--- src/design/mssup_defines.svh ---
// Purpose: Constants for the motor starter fault supervisor
// Assumes: Included by its bare name
// Notes:   Offsets are byte addresses of aligned 32-bit words
`ifndef MSSUP_DEFINES_SVH
`define MSSUP_DEFINES_SVH
`define MSSUP_ADDR_CTRL      12'h000
`define MSSUP_ADDR_STATUS    12'h004
`define MSSUP_ADDR_FAULT     12'h008
`define MSSUP_ADDR_ALARM     12'h00c
`define MSSUP_ADDR_DIAG      12'h010
`define MSSUP_ADDR_LOCALCMD  12'h014
`define MSSUP_CTRL_RESET     32'h0000_0000
`define MSSUP_LOCALCMD_RESET 32'h0000_0000
// Fault bit positions
`define MSSUP_F_BREAKER      0
`define MSSUP_F_PROT         1
`define MSSUP_F_DEVICE       2
`define MSSUP_F_EXT          3
`define MSSUP_NFAULT         4
// Self-test duration and cyclic period, in cycles
`define MSSUP_SELFTEST_CYC   16'h0010
`define MSSUP_CYCLIC_CYC     16'h0100
`endif

--- src/design/mssup_pkg.sv ---
// Purpose: Types for the motor starter fault supervisor
// Assumes: Nothing beyond the defines header
// Notes:   Control source selection and self-test states
package mssup_pkg;
  typedef enum logic [1:0] {
    MSSUP_SRC_NONE   = 2'b00,
    MSSUP_SRC_BUS    = 2'b01,
    MSSUP_SRC_KEYPAD = 2'b10,
    MSSUP_SRC_OPTIC  = 2'b11
  } mssup_src_t;
  typedef enum logic [1:0] {
    MSSUP_ST_START = 2'b00,
    MSSUP_ST_RUN   = 2'b01,
    MSSUP_ST_FAIL  = 2'b10
  } mssup_st_t;
endpackage

--- src/design/mssup_top.sv ---
// Purpose: Motor starter supervision: source arbitration, faults, alarms, trip reset
// Assumes: All inputs synchronous to mclk; APB slave for control and status
// Notes:   Device fault from self-test survives trip reset, only sys_rst clears it
//          Every output except the APB ones is registered, so it follows its cause by one mclk
//          Faults are sticky; a cause still present wins over a trip reset
//          The protection fault also clears itself when the run command goes
//          Quick stop is edge triggered on input one and held until the run command goes or it is disabled
//          Software control: CTRL forces manual mode, LOCALCMD stands in for
//          the optical channel's run bits and its reset pulse
//
// Contract
// - Breaker tripped or off raises group fault
// - Automatic mode takes commands from bus only
// - Manual mode uses keypad or optical, optical first
// - Manual mode shows manual-local diagnostic message
// - Check parameters; both protections off not allowed
// - Both protections off, no run: group alarm
// - Both off while running: fault plus shutdown
// - Reset of that fault needs protection re-enabled
// - Run withdrawn downgrades that fault to alarm
// - Ready-automatic only bus-controllable, automatic, faultless
// - Group fault when any fault is set
// - Group alarm when any alarm is present
// - Trip reset clears only acknowledgeable faults
// - Both bus run bits mean trip reset; the code honours them in automatic mode only
// - Key switch off or optical also reset
// - Self-test runs after power-on or initialization
// - Components monitored cyclically, failure is device fault
// - Self-test fault lights red, survives trip reset
// - Quick-stop-disable bit frees input one
`timescale 1ns/1ps
`default_nettype none
`include "mssup_defines.svh"
module mssup_top (
  input  wire logic                   mclk,
  input  wire logic                   sys_rst,
  // APB slave
  input  wire logic                   psel,
  input  wire logic                   penable,
  input  wire logic                   pwrite,
  input  wire logic [11:0]            paddr,
  input  wire logic [31:0]            pwdata,
  output logic      [31:0]            prdata,
  output logic                        pready,
  output logic                        pslverr,
  // Output process image from the fieldbus master
  input  wire logic                   bus_cw_on,
  input  wire logic                   bus_ccw_on,
  input  wire logic                   output_bit_two_quickstop_disable,
  input  wire logic                   bus_online,
  // Local sources
  input  wire logic                   key_manual,
  input  wire logic                   key_off,
  input  wire logic                   keypad_cw,
  input  wire logic                   keypad_ccw,
  input  wire logic                   optic_active,
  input  wire logic                   optic_cw,
  input  wire logic                   optic_ccw,
  input  wire logic                   optic_reset,
  // Plant status
  input  wire logic                   breaker_off,
  input  wire logic                   temp_sensor_en,
  input  wire logic                   thermal_class_en,
  input  wire logic                   comp_fail,
  input  wire logic                   selftest_fail,
  input  wire logic                   ext_fault,
  input  wire logic                   input_one,
  // Outputs
  output mssup_pkg::mssup_src_t       ctrl_src,
  output logic                        motor_cw,
  output logic                        motor_ccw,
  output logic                        internal_shutdown,
  output logic                        group_fault,
  output logic                        group_alarm,
  output logic                        device_led_red,
  output logic                        ready_auto,
  output logic                        manual_local_diag,
  output logic                        quickstop_active,
  output logic [1:0]                  input_process_image
);
  import mssup_pkg::*;

  logic [`MSSUP_NFAULT-1:0] fault;
  logic [`MSSUP_NFAULT-1:0] fault_cause;
  logic [`MSSUP_NFAULT-1:0] fault_ackable;
  logic [31:0]              ctrl;
  logic [31:0]              localcmd;
  logic [15:0]              st_cnt;
  mssup_st_t                st;
  mssup_st_t                next_st;
  mssup_src_t               next_src;
  logic                     manual_mode;
  logic                     prot_off;
  logic                     run_req;
  logic                     bus_reset;
  logic                     trip_reset;
  logic                     prot_alarm;
  logic                     src_cw;
  logic                     src_ccw;
  logic                     qs_latch;
  logic                     qs_in_d;
  logic                     dev_fail;
  logic                     apb_wr;
  logic                     addr_ok;

  // Software may hold the starter in manual mode or inject a local reset
  assign manual_mode = key_manual | ctrl[0];
  assign prot_off    = ~temp_sensor_en & ~thermal_class_en;

  // Bus reset combination is never a run command
  assign bus_reset = bus_cw_on & bus_ccw_on;

  // Source arbitration by mode, optical first in manual mode
  // Key switch off overrides every source: no command is obeyed there.
  // Leaving manual mode hands control straight back to the bus master,
  // so a keypad button still held cannot carry over into automatic mode.
  // Selection is purely combinational; ctrl_src shows it one cycle later.
  always_comb begin
    next_src = MSSUP_SRC_NONE;
    if (key_off) begin
      next_src = MSSUP_SRC_NONE;
    end else if (manual_mode) begin
      if (optic_active) begin
        next_src = MSSUP_SRC_OPTIC;
      end else begin
        next_src = MSSUP_SRC_KEYPAD;
      end
    end else begin
      next_src = MSSUP_SRC_BUS;
    end
  end

  // Commands from the selected source only; others are discarded
  // Opposite directions within one pair never reach the motor: the bus pair is a
  // reset request, the local pairs are treated as an operator stop.
  // Software run bits share the optical slot, as a stand-in for that channel.
  always_comb begin
    src_cw  = 1'b0;
    src_ccw = 1'b0;
    unique case (next_src)
      MSSUP_SRC_NONE: begin
        src_cw  = 1'b0;
        src_ccw = 1'b0;
      end
      MSSUP_SRC_BUS: begin
        src_cw  = bus_cw_on & ~bus_reset;
        src_ccw = bus_ccw_on & ~bus_reset;
      end
      MSSUP_SRC_KEYPAD: begin
        // Both buttons together is an operator error: stop
        src_cw  = keypad_cw & ~keypad_ccw;
        src_ccw = keypad_ccw & ~keypad_cw;
      end
      MSSUP_SRC_OPTIC: begin
        src_cw  = optic_cw & ~optic_ccw | localcmd[0] & ~localcmd[1];
        src_ccw = optic_ccw & ~optic_cw | localcmd[1] & ~localcmd[0];
      end
    endcase
  end
  assign run_req = src_cw | src_ccw;

  // Trip reset sources: bus combination, key switch off, optical, software
  // The bus pair only acts in automatic mode, where the bus owns control.
  // All sources but the one-cycle software bit are levels; holding one repeats the acknowledge.
  // Limitation: a held reset also clears a fault the moment its cause goes.
  assign trip_reset = (bus_reset & ~manual_mode) | key_off | optic_reset | localcmd[2];

  // Self-test sequencer: start after reset, then cyclic checking
  // The startup window is a fixed count; a failure inside it is final.
  // In run state component checks are sampled on every clock, so a short
  // glitch on comp_fail is enough to latch a device fault.
  // Illegal codes fall into the failed state rather than silently running.
  always_comb begin
    next_st = st;
    unique case (st)
      MSSUP_ST_START: begin
        if (selftest_fail) begin
          next_st = MSSUP_ST_FAIL;
        end else if (st_cnt == `MSSUP_SELFTEST_CYC) begin
          next_st = MSSUP_ST_RUN;
        end
      end
      MSSUP_ST_RUN: begin
        if (comp_fail) begin
          next_st = MSSUP_ST_FAIL;
        end
      end
      MSSUP_ST_FAIL: begin
        next_st = MSSUP_ST_FAIL;
      end
      default: begin
        next_st = MSSUP_ST_FAIL;
      end
    endcase
  end

  // Only a reset leaves the failed state; trip reset cannot
  always_ff @(posedge mclk) begin
    if (sys_rst) begin
      st <= MSSUP_ST_START;
    end else begin
      st <= next_st;
    end
  end

  // Counter measures the startup test and the cyclic period
  // It freezes in the failed state so it cannot wrap and hide the failure.
  // The cyclic period only paces the counter; checks are not gated by it.
  // Sixteen bits cover both the startup window and the cyclic period.
  always_ff @(posedge mclk) begin
    if (sys_rst) begin
      st_cnt <= 16'h0000;
    end else if (st == MSSUP_ST_RUN && st_cnt == `MSSUP_CYCLIC_CYC) begin
      st_cnt <= 16'h0000;
    end else if (st != MSSUP_ST_FAIL) begin
      st_cnt <= st_cnt + 16'h0001;
    end
  end
  assign dev_fail = (st == MSSUP_ST_FAIL);

  // Fault causes and which are acknowledgeable now
  // A fault may be acknowledged once its cause is gone; the protection
  // fault also when protection is back, even with the run command kept.
  // The device fault is never acknowledgeable: only sys_rst clears it.
  // The external fault is a plain level from outside, with no extra check.
  assign fault_cause[`MSSUP_F_BREAKER] = breaker_off;
  assign fault_cause[`MSSUP_F_PROT]    = prot_off & run_req;
  assign fault_cause[`MSSUP_F_DEVICE]  = dev_fail;
  assign fault_cause[`MSSUP_F_EXT]     = ext_fault;
  assign fault_ackable[`MSSUP_F_BREAKER] = ~breaker_off;
  assign fault_ackable[`MSSUP_F_PROT]    = ~prot_off | ~run_req;
  assign fault_ackable[`MSSUP_F_DEVICE]  = 1'b0;
  assign fault_ackable[`MSSUP_F_EXT]     = ~ext_fault;

  // Sticky faults; a present cause wins over a simultaneous reset
  // Cause first avoids losing a fault that arrives with an acknowledge.
  // The protection bit also drops when the run command goes away.
  // One flip-flop per fault bit, each with its own set and clear terms.
  genvar gi;
  generate
    for (gi = 0; gi < `MSSUP_NFAULT; gi = gi + 1) begin : g_fault
      always_ff @(posedge mclk) begin
        if (sys_rst) begin
          fault[gi] <= 1'b0;
        end else if (fault_cause[gi]) begin
          fault[gi] <= 1'b1;
        end else if (gi == `MSSUP_F_PROT && !run_req) begin
          fault[gi] <= 1'b0;
        end else if (trip_reset && fault_ackable[gi]) begin
          fault[gi] <= 1'b0;
        end
      end
    end
  endgenerate

  // Protection-off alarm while not running, and after downgrade
  // It drops as soon as either protection function is enabled again.
  assign prot_alarm = prot_off & ~run_req;

  // Quick stop: edge on input one latches, cleared by stop or disable
  // The edge detector idles low like the pin, so reset gives no false edge.
  // A static high input does not retrigger: after a disable the motor keeps
  // running until its command is withdrawn.
  // Quick stop switches the motor off without raising a group fault.
  always_ff @(posedge mclk) begin
    if (sys_rst) begin
      qs_in_d  <= 1'b0;
      qs_latch <= 1'b0;
    end else begin
      qs_in_d <= input_one;
      if (output_bit_two_quickstop_disable || !run_req) begin
        qs_latch <= 1'b0;
      end else if (input_one && !qs_in_d) begin
        qs_latch <= 1'b1;
      end
    end
  end

  // Registered outputs
  // Registering every output costs one cycle of latency but gives glitch
  // free indicators and a stable status word for software reads.
  // The motor is gated by both the latched faults and the live causes, so
  // the first cycle of a new fault already keeps the motor off.
  always_ff @(posedge mclk) begin
    if (sys_rst) begin
      ctrl_src          <= MSSUP_SRC_NONE;
      motor_cw          <= 1'b0;
      motor_ccw         <= 1'b0;
      internal_shutdown <= 1'b0;
      group_fault       <= 1'b0;
      group_alarm       <= 1'b0;
      device_led_red    <= 1'b0;
      ready_auto        <= 1'b0;
      manual_local_diag <= 1'b0;
      quickstop_active  <= 1'b0;
      input_process_image <= 2'b00;
    end else begin
      ctrl_src          <= next_src;
      internal_shutdown <= fault[`MSSUP_F_PROT] | fault_cause[`MSSUP_F_PROT];
      // Any fault or quick stop keeps the motor off
      motor_cw  <= src_cw & ~(|fault) & ~(|fault_cause) & ~qs_latch;
      motor_ccw <= src_ccw & ~(|fault) & ~(|fault_cause) & ~qs_latch;
      group_fault <= |(fault | fault_cause);
      group_alarm <= prot_alarm;
      device_led_red <= dev_fail;
      ready_auto <= bus_online & ~manual_mode & ~key_off & ~(|fault);
      manual_local_diag <= manual_mode;
      quickstop_active  <= qs_latch;
      // Input one reads free when quick stop is disabled
      input_process_image <= {1'b0, input_one & output_bit_two_quickstop_disable};
    end
  end

  // Register map, one aligned 32-bit word each
  //   0x000 CTRL      bit 0 forces manual mode
  //   0x004 STATUS    {ready_auto, manual diag, red led, alarm, fault,
  //                    shutdown, source[1:0]}
  //   0x008 FAULT     {ext, device, protection, breaker}
  //   0x00c ALARM     bit 0 group alarm
  //   0x010 DIAG      {manual local, group alarm, group fault}
  //   0x014 LOCALCMD  bit 0 cw, bit 1 ccw, bit 2 reset pulse
  // Reads of other offsets return zero and flag pslverr; writes there are
  // dropped. There are no byte strobes: a write always replaces the word.
  // APB: zero wait states, unmapped reads zero with error
  assign pready = 1'b1;
  assign apb_wr = psel & penable & pwrite;
  always_comb begin
    addr_ok = 1'b1;
    prdata  = 32'h0000_0000;
    unique case (paddr)
      `MSSUP_ADDR_CTRL:     prdata = ctrl;
      `MSSUP_ADDR_STATUS:   prdata = {24'h000000, ready_auto, manual_local_diag,
                                      device_led_red, group_alarm, group_fault,
                                      internal_shutdown, ctrl_src};
      `MSSUP_ADDR_FAULT:    prdata = {28'h0000000, fault};
      `MSSUP_ADDR_ALARM:    prdata = {31'h00000000, group_alarm};
      `MSSUP_ADDR_DIAG:     prdata = {29'h00000000, manual_local_diag, group_alarm, group_fault};
      `MSSUP_ADDR_LOCALCMD: prdata = localcmd;
      default: begin
        addr_ok = 1'b0;
        prdata  = 32'h0000_0000;
      end
    endcase
  end
  assign pslverr = psel & penable & ~addr_ok;

  // Control register: bit 0 forces manual mode
  // Unused bits read back zero so software cannot park state in them.
  always_ff @(posedge mclk) begin
    if (sys_rst) begin
      ctrl <= `MSSUP_CTRL_RESET;
    end else if (apb_wr && paddr == `MSSUP_ADDR_CTRL) begin
      ctrl <= {31'h00000000, pwdata[0]};
    end
  end

  // Optical channel commands: cw, ccw, and a self-clearing reset in bit 2
  // The reset bit lasts one cycle so a forgotten write cannot hold the
  // acknowledge on; the run bits stay until software rewrites them.
  always_ff @(posedge mclk) begin
    if (sys_rst) begin
      localcmd <= `MSSUP_LOCALCMD_RESET;
    end else if (apb_wr && paddr == `MSSUP_ADDR_LOCALCMD) begin
      localcmd <= {29'h00000000, pwdata[2:0]};
    end else begin
      localcmd <= {localcmd[31:3], 1'b0, localcmd[1:0]};
    end
  end
endmodule // mssup_top
`default_nettype wire

--- config.mk ---
export PLATFORM = sky130hd
export DESIGN_NAME = mssup_top
export DESIGN_NICKNAME = d
export VERILOG_FILES = /design/src/design/mssup_pkg.sv /design/src/design/mssup_top.sv
export VERILOG_INCLUDE_DIRS = /design/src /design/src/design
export SDC_FILE = /design/constraint.sdc
export NUM_CORES = 1
export LEC_CHECK = 0
export BUFFER_PORTS_ARGS = -buffer_cell sky130_fd_sc_hd__buf_2
export CAP_MARGIN = 10
export CELL_PAD_IN_SITES_DETAIL_PLACEMENT = 1
export CELL_PAD_IN_SITES_GLOBAL_PLACEMENT = 2
export CORE_MARGIN = 2
export CORE_UTILIZATION = 26
export CTS_CLUSTER_SIZE = 24
export DETAILED_ROUTE_END_ITERATION = 8
export PLACE_DENSITY = 0.89
export SLEW_MARGIN = 20
export SYNTH_ARGS = -nofsm -noshare
export SYNTH_HDL_FRONTEND = slang
export SYNTH_SLANG_ARGS = --single-unit
export TNS_END_PERCENT = 10
--- constraint.sdc ---
create_clock -name mclk -period 5.45 [get_ports mclk]
set_input_delay 1.3625 -clock mclk [delete_from_list [all_inputs] [get_ports mclk]]
set_output_delay 1.3625 -clock mclk [all_outputs]
set_load 0.01 [all_outputs]
==> results.txt, run 1 <==
- Most frequent cell on the critical path: buf_2
- IO buf count: 59
- Clock tree from TritonCTS: done
- Antenna violations before repair: 0
- Dividing the synthesized area by the synthesized cell count gives between 8 and 9 µm².
- Final worst path period need: 4.125 ns
- Cell area power density: 230.4 nW/µm²
* Cell with the largest stage delay on the worst path: nor4_1
- Detailed-routing iteration count for the pre-antenna-repair pass: 4
- At the placement stage, the worst setup path has a slack of 1.294 ns.
- The run finished with clean final reports.
- At the end of the flow, the number of nets in the layout was 388.
- Entering global routing, the biggest net connects 23 pins.
- The tightest min-delay check is of the flip-flop to flip-flop type.
- In this run the critical register-to-register path is captured at st_cnt[13].
* Max Transition Viols Final: 0
- Across the run, the number of max-cap violations was 0.
- RSZ-0062 raised after global routing: false
- Netlist cell types: 51
* Crit path launch type: primary input
- Detailed-route DRC error count: 0
- DIE HEIGHT: 95.51 µm
* Proportion of synthesized flip-flops having asynchronous set or reset: 0%
- The startpoint identified for the worst hold timing path is fault[2].
* Mux contribution to synthesized area: 2.989%
* Syn Inst Count: 262
- The total area inside the core boundary comes to 8175 µm².
* Final Instance Count excl. Fillers: 424
- Across the VDD grid, the largest voltage drop is between 0.08 and 0.09 mV.
* Most common flop cell mapped by yosys: dfxtp_1
- Drt first-iter violations: 38
- Cell area after placement: 2460 µm²
* Critical R2R Launch: st[0]
- Between clock sinks in the finished design, the worst skew comes to approximately 0.0075 ns.
* Clock H-tree levels: 2
* Area of all placed cells without fillers: around 2500 µm²
- Post-detail-place hpwl: roughly 4300 µm
* Critical-path maximum fanout: 7
- Instance count after placement with tap cells included: 416
- Die Width: 95.51 µm
* Top Ports: 115
* DIE AREA: between 9000 and 10000 µm²
- Area Growth Syn to Fin: 17.13%
* Via density per instance: between 4 and 5
- Synth Area in Simple Gates: between 20% and 30%
* Inserted Clock Buffers: 5
* Highest clock rate: 242.4 MHz
- Clock latency on the worst-skew pair: 0.30 ns
* Layout cell share with drive strength beyond 1: 23.82%
* FF-to-FF setup slack: 3.38 ns
- Adder-cell share of the synthesized area: 1.149%
- The worst hold path terminates at fault[2].
- For this run, the number of Yosys warnings is 0.
* WHS Path Cells: 2
- Final weighted congestion of routability-driven global placement: 0.7636
- The number of antenna diodes in the final layout is 0.
- Share of the synthesized area in the top cell type: 36.78%
- CTS root buffer: clkbuf_8
* Number of gates resized after CTS: 0
- The first global-routing pass estimated 8949 µm of wire.
- The cell family contributing the most delay on the critical path is simple AND/OR/NAND/NOR gates.
* Rel. slew slack: 63.75%
- Hold violation total from the final report: 0
- In this run the cell area of the synthesized design comes to 2177 µm².
- Setup violations remaining at the end of the flow were counted as 0.
- Site Rows: 33
* Via count of the first global-routing pass: between 1500 and 2000
- Post-route fraction of the period consumed by the critical path: 75.68%
- Reg2Reg Depth: 4
- Data on the critical path arrives at its endpoint at 2.76 ns.
- Global routing used 12.43% of the available tracks.
* Post-route ant nets: 0
- The initial utilization of the core area, before any placement, comes to 26.63%.
* Worst setup slack after layout: 1.325 ns
* Number of synthesized flops with an enable pin: 0
* Category of the critical setup timing path: primary input to primary output
- For the pin with the worst max-slew slack, the measured transition is 0.5438 ns.
- The largest total area in the synthesized netlist belongs to dfxtp_1.
* Total Routed Length: 5531 µm
- After synthesis, the largest family of logic cells by area is simple AND/OR/NAND/NOR gates.
- Traced cell by cell, the critical path runs through buf_2, nor4_1, nand3_1, a21o_1, and3_1, buf_2.
- In this run the post-CTS setup repair buffer count came out at 0.
- After detailed routing, the average wire length per cell comes to 13.04 µm.
- Number of sinks on the clock net: 40
* Worst Setup End Kind: primary output
- Number of buffer and inverter stages on the critical path: 2
- In the post-synthesis netlist, the biggest area contributors are dfxtp_1 (37%), buf_4 (9.0%), nor2_1 (5.2%).
* Longest individual stage delay on the worst path: 0.43 ns
- Leakage Power: 1.077 nW
- After clock tree synthesis, the clock-pin slew on the worst setup and hold paths is 0.08 ns.
- Compound-cell area share of the yosys netlist: between 10% and 20%
- For this block, the via count after detailed routing is 1987.
- Summing the areas of all xor and xnor instances in the mapped netlist gives ~2.8% of the synthesized area.
- Proportion of synthesized chip area in sequential cells: around 37%
- WP data required: 4.09 ns
* Summed negative setup slack over all endpoints: 0 ns
* Hold Buf Count CTS: 0
- Synthesis inferred 40 register bits.
- Summed over all layers, the global routing overflow is 0.
* Number of buffers on the longest clock path: 2
cell usage after synthesis, types with 5 or more instances:
cell type and number:
and2_1 8, buf_4 26, a211oi_1 5, o21ai_0 7, nand2_1 8, nor2b_1 7, inv_1 12, nor2_1 30
dfxtp_1 40, a21oi_1 20, xor2_1 5, nand3_1 9, o31ai_1 5, nor3_1 6, or4_1 6
cell usage in the layout, fill, tap and decap left out, types with 5 or more instances in the layout:
master / instances
o21ai_0: 7
o31ai_1: 5
dfxtp_1: 40
nor2_1: 30
a21oi_1: 20
xor2_1: 5
nand2_1: 8
nor3_1: 6
a211oi_1: 5
conb_1: 26
nor2b_1: 7
nand3_1: 9
clkbuf_8: 6
and2_1: 8
buf_2: 59
inv_1: 12
or4_1: 6
state kept, by name (all words and copies together) (netlist names):
register and flops:
quickstop_active 1, ctrl_src 2, st 2, ready_auto 1, motor_ccw 1, ctrl 1
qs_latch 1, device_led_red 1, qs_in_d 1, st_cnt 16, input_process_image 1, internal_shutdown 1
motor_cw 1, manual_local_diag 1, fault 4, group_fault 1, group_alarm 1, localcmd 3
cell families after synthesis:
| family | after synthesis |
|---|---|
| XOR/XNOR | 7 |
| adder cells (fa/ha/maj) | 2 |
| buffers and inverters | 46 |
| AND/OR/NAND/NOR | 106 |
| multiplexers | 6 |
| AO/OA/AOI/OAI | 53 |
| other | 2 |
| flip-flops | 40 |
worst register-to-register path: stages, from the launching register on:
cell and delay [ns]:
dfxtp_1 0.36, nand2b_1 0.47, nand3_1 0.43, or4_1 0.61
a21oi_1 0.14
layer usage:
layer / vias to the layer above / routed length (µm) / global-route usage [%]
met5: - / 0 / 0
met4: 0 / 61 / 3.333
met3: 5 / 352 / 3.399
met2: 51 / 2763 / 21.95
met1: 950 / 2353 / 14.80
li1: 981 / - / -
worst max-delay path by stage:
| stage | startpoint | end | depth (start not counted) |
|---|---|---|---|
| floorplan | paddr[7] | pslverr | 4 |
| global placement | paddr[7] | prdata[5] | 6 |
| detailed placement | paddr[7] | prdata[7] | 6 |
| CTS | paddr[7] | prdata[7] | 6 |
| global route | paddr[7] | prdata[5] | 6 |
| finish | paddr[7] | pslverr | 6 |
through the flow:
step	total power [W]	hold slack (ns)	utilization, %
after CTS	0.0005955	0.4816	31.19
final	0.0005876	0.4755	31.19
after detailed placement	0.0003891	0.4685	30.09
after global routing	0.0006213	0.5132	31.19
after floorplan	0.0003717	0.4389	-
after global placement	0.0003869	0.4560	30.09
report_power, final:
part	internal (W)	leakage [nW]	switching (W)	total (W)
Sequential	0.000300	0.326	0.00000663	0.000307
Combinational	0.0000298	0.706	0.0000447	0.0000745
Clock	0.000103	0.0455	0.000103	0.000206
Total	0.000434	1.08	0.000154	0.000588
layout make-up:
| type | instances | area [µm²] |
|---|---|---|
| clock buffer | 8 | 90.09 |
| fill | 1019 | 5625 |
| inverter | 12 | 45.04 |
| multi-input combinational | 200 | 1187 |
| sequential | 40 | 800.8 |
| tap | 105 | 131.4 |
| timing repair buffer | 59 | 295.3 |
No activity file was read; power rests on OpenSTA's default activity.
==> run 2, diff against run 1 <==
--- a/config.mk
+++ b/config.mk
@@ -11,10 +11,10 @@
 export CELL_PAD_IN_SITES_DETAIL_PLACEMENT = 1
 export CELL_PAD_IN_SITES_GLOBAL_PLACEMENT = 2
 export CORE_MARGIN = 2
-export CORE_UTILIZATION = 26
+export CORE_UTILIZATION = 24
 export CTS_CLUSTER_SIZE = 24
 export DETAILED_ROUTE_END_ITERATION = 8
-export PLACE_DENSITY = 0.89
+export PLACE_DENSITY = 0.84
 export SLEW_MARGIN = 20
 export SYNTH_ARGS = -nofsm -noshare
 export SYNTH_HDL_FRONTEND = slang
==> constraint.sdc (replaced) <==
create_clock -name mclk -period 4 [get_ports mclk]
set_input_delay 1 -clock mclk [delete_from_list [all_inputs] [get_ports mclk]]
set_output_delay 1 -clock mclk [all_outputs]
set_load 0.01 [all_outputs]
==> run 2 against run 1 <==
Wire length rose by 3.1%. Combinational power up 38%. Critical endpoint unchanged. Hold slack got worse by 0.0062 ns. Sequential share of layout area shrank 0.49 points.
==> results.txt, run 2 (synthesis gave the netlist of run 1 again) <==
- In this run the worst hold path is classified as flip-flop to flip-flop.
* Highest clock rate: 296.1 MHz
- The cell area after placement was 2464 µm² (+0.15%).
- Largest net degree at the start of global routing: 23 (unchanged)
- Layout cell share with drive strength beyond 1: 24.45% (+0.63 points)
* Register with the most flip-flops: st_cnt
- The least setup slack across all paths after layout came to 0.6230 ns (-0.7023 ns).
- Mean routed wirelength per cell: 13.35 µm (+2.3%)
- The largest registers in the layout are st_cnt (16), fault (4), localcmd (3).
- The number of primary I/O pins was 115 (unchanged).
- Hold Buf Count CTS: 0 (unchanged)
* Final Instance Count excl. Fillers: 427 (+0.71%)
- Category of the critical setup timing path: primary input to primary output
- Longest individual stage delay on the worst path: 0.44 ns (about the same)
- Antenna cells: 0 (unchanged)
- Number of nets in the final layout: 388 (unchanged)
* Instance count after placement with tap cells included: 419 (+0.72%)
- The flow ran to the end, and the final reports show no timing, DRC or antenna violations.
- Clock tree from TritonCTS: done
- The top cell types in the final layout, fill and taps aside, are buf_2 (59), dfxtp_1 (40), nor2_1 (30).
* Worst Path Arrival: 2.38 ns (-0.38 ns)
* Total Routed Length: 5700 µm (+3.1%)
* Max FFs per register: 16 (unchanged)
- Post-detail-place hpwl: 4442 µm (+2.9%)
* DIE AREA: 9849 µm² (+8.0%)
- The worst-case headroom to the max-slew limit was 63.36% (-0.38 points).
- The worst slack after detailed placement is 0.6283 ns (-0.6654 ns).
- The number of global-route vias before repair was 2004 (+3.7%).
- DIE HEIGHT: 99.24 µm (+3.9%)
* Worst-Margin Slew: 0.5495 ns (+0.005739 ns)
- Leaving out fill and tap cells, the most frequent cell in the layout is buf_2.
* Clock latency on the worst-skew pair: 0.30 ns (about the same)
- The number of input and output port buffers inserted is 59 (unchanged).
- Area inside the core boundary: 8763 µm² (+7.2%)
- Critical-path maximum fanout: 7 (unchanged)
* Final weighted congestion of routability-driven global placement: 0.7752 (+1.5%)
- The total setup buffers inserted after CTS is 0 (unchanged).
* Number of buffer and inverter stages on the critical path: 2 (unchanged)
* Worst voltage drop across the vdd grid: 0.1125 mV (+25%)
- Drt first-iter violations: 39 (+2.6%)
* Number of sinks on the clock net: 40 (unchanged)
- Area Growth Syn to Fin: 18.97%
- Final worst path period need: 3.377 ns
- By instance count, the cell type seen most on the critical path is buf_2.
- Site Rows: 34 (+3.0%)
- The worst setup path is launched from a primary input.
* Via density per instance: 4.611 (-1.6%)
- The overall die width came to 99.24 µm (+3.9%).
- Reg2Reg Depth: 4 (unchanged)
- The critical path goes through buf_2, nor4_1, nand3_1, a21o_1, and3_1, buf_2.
- Post-route fraction of the period consumed by the critical path: between 80% and 90%
- Setup violators final: 0 (unchanged)
- Detailed-route DRC error count: 0 (unchanged)
- Number of gates resized after CTS: 0 (unchanged)
- The overall routing resource usage was 11.84% (-0.59 points).
- Leakage Power: 1.096 nW (+1.8%)
* Detailed-routing iteration count for the pre-antenna-repair pass: 4 (unchanged)
- The slack of the worst reg-to-reg path is 1.93 ns (-1.45 ns).
* Summed negative setup slack over all endpoints: 0 ns (unchanged)
- The worst path required time is 3.00 ns (-1.09 ns).
- The worst setup skew after layout came to 0.01087 ns (+0.003404 ns).
* Max-cap check violation count: 0 (unchanged)
* Worst Setup End Kind: primary output
- Hold violation total from the final report: 0 (unchanged)
- WHS Path Cells: 2 (unchanged)
- The number of slew-limit violations in the final report is 0 (unchanged).
- Wire length of the first global-routing pass: 9315 µm (+4.1%)
- The total number of H-tree levels came to 2 (unchanged).
- Area of all placed cells without fillers: 2590 µm² (+1.6%)
- The remaining global-route overflow was 0 (unchanged).
- Setup repair after global routing left no endpoint under its margin.
- Path length in cells of the critical path: 6 (unchanged)
- The slowest stage of the critical path is the nor4_1 cell.
- Initial core utilization: 24.84% (-1.8 points)
- The kind of cell with the highest combined delay along the critical path is simple AND/OR/NAND/NOR gates.
* Clock transition time at the flip-flop clock pins of the worst setup and hold paths: 0.07 ns (about the same)
* Via count: 1969 (-0.91%)
- CTS root buffer: clkbuf_8
- The initial antenna violation count came to 0 (unchanged).
- The number of buffers on the longest clock path is 2 (unchanged).
- Inserted Clock Buffers: 5 (unchanged)
- Post-route ant nets: 0 (unchanged)
* Cell area power density: 342.3 nW/µm² (+49%)
- The worst hold-check slack is 0.4693 ns (-0.006167 ns).
run 2: per-stage QoR:
step | utilization (%) | total power (W)
floorplan | - | 0.0005064
detailed placement | 28.11 | 0.0005315
finish | 29.55 | 0.0008865
global route | 29.55 | 0.0009308
global placement | 28.11 | 0.0005289
CTS | 29.55 | 0.0008979
run 2: area by class of cell:
| type | instances | area, µm² |
|---|---|---|
| Tap cell | 108 | 135.1 |
| Inverter | 12 | 45.04 |
| Timing Repair Buffer | 59 | 295.3 |
| Clock buffer | 7 | 96.34 |
| Clock inverter | 1 | 30.03 |
| Multi-Input combinational cell | 200 | 1187 |
| Fill cell | 1074 | 6173 |
| Sequential cell | 40 | 800.8 |
run 2: worst reg2reg max path, stage by stage, from the launching register on:
cell	delay [ns]
dfxtp_1	0.37
nand2b_1	0.47
nand3_1	0.42
or4_1	0.60
a21oi_1	0.14
run 2: layer usage:
layer	track usage, %	part of all wire, %	vias up
met5	0	0	-
met4	3.793	1.5	0
met3	3.233	6.6	5
met2	21.15	49	60
met1	13.67	43	917
li1	-	-	987
run 2: final timing paths:
path | to | startpoint
setup / recovery | pslverr | paddr[7]
hold / removal | fault[2] | fault[2]
setup reg to reg | st_cnt[15] | st[0]
hold reg to reg | fault[2] | fault[2]
run 2: where the power goes:
group,internal [W],switching [W]
registers,0.000409,0.00000916
logic,0.0000406,0.0000621
clock network,0.000220,0.000145
total,0.000670,0.000216
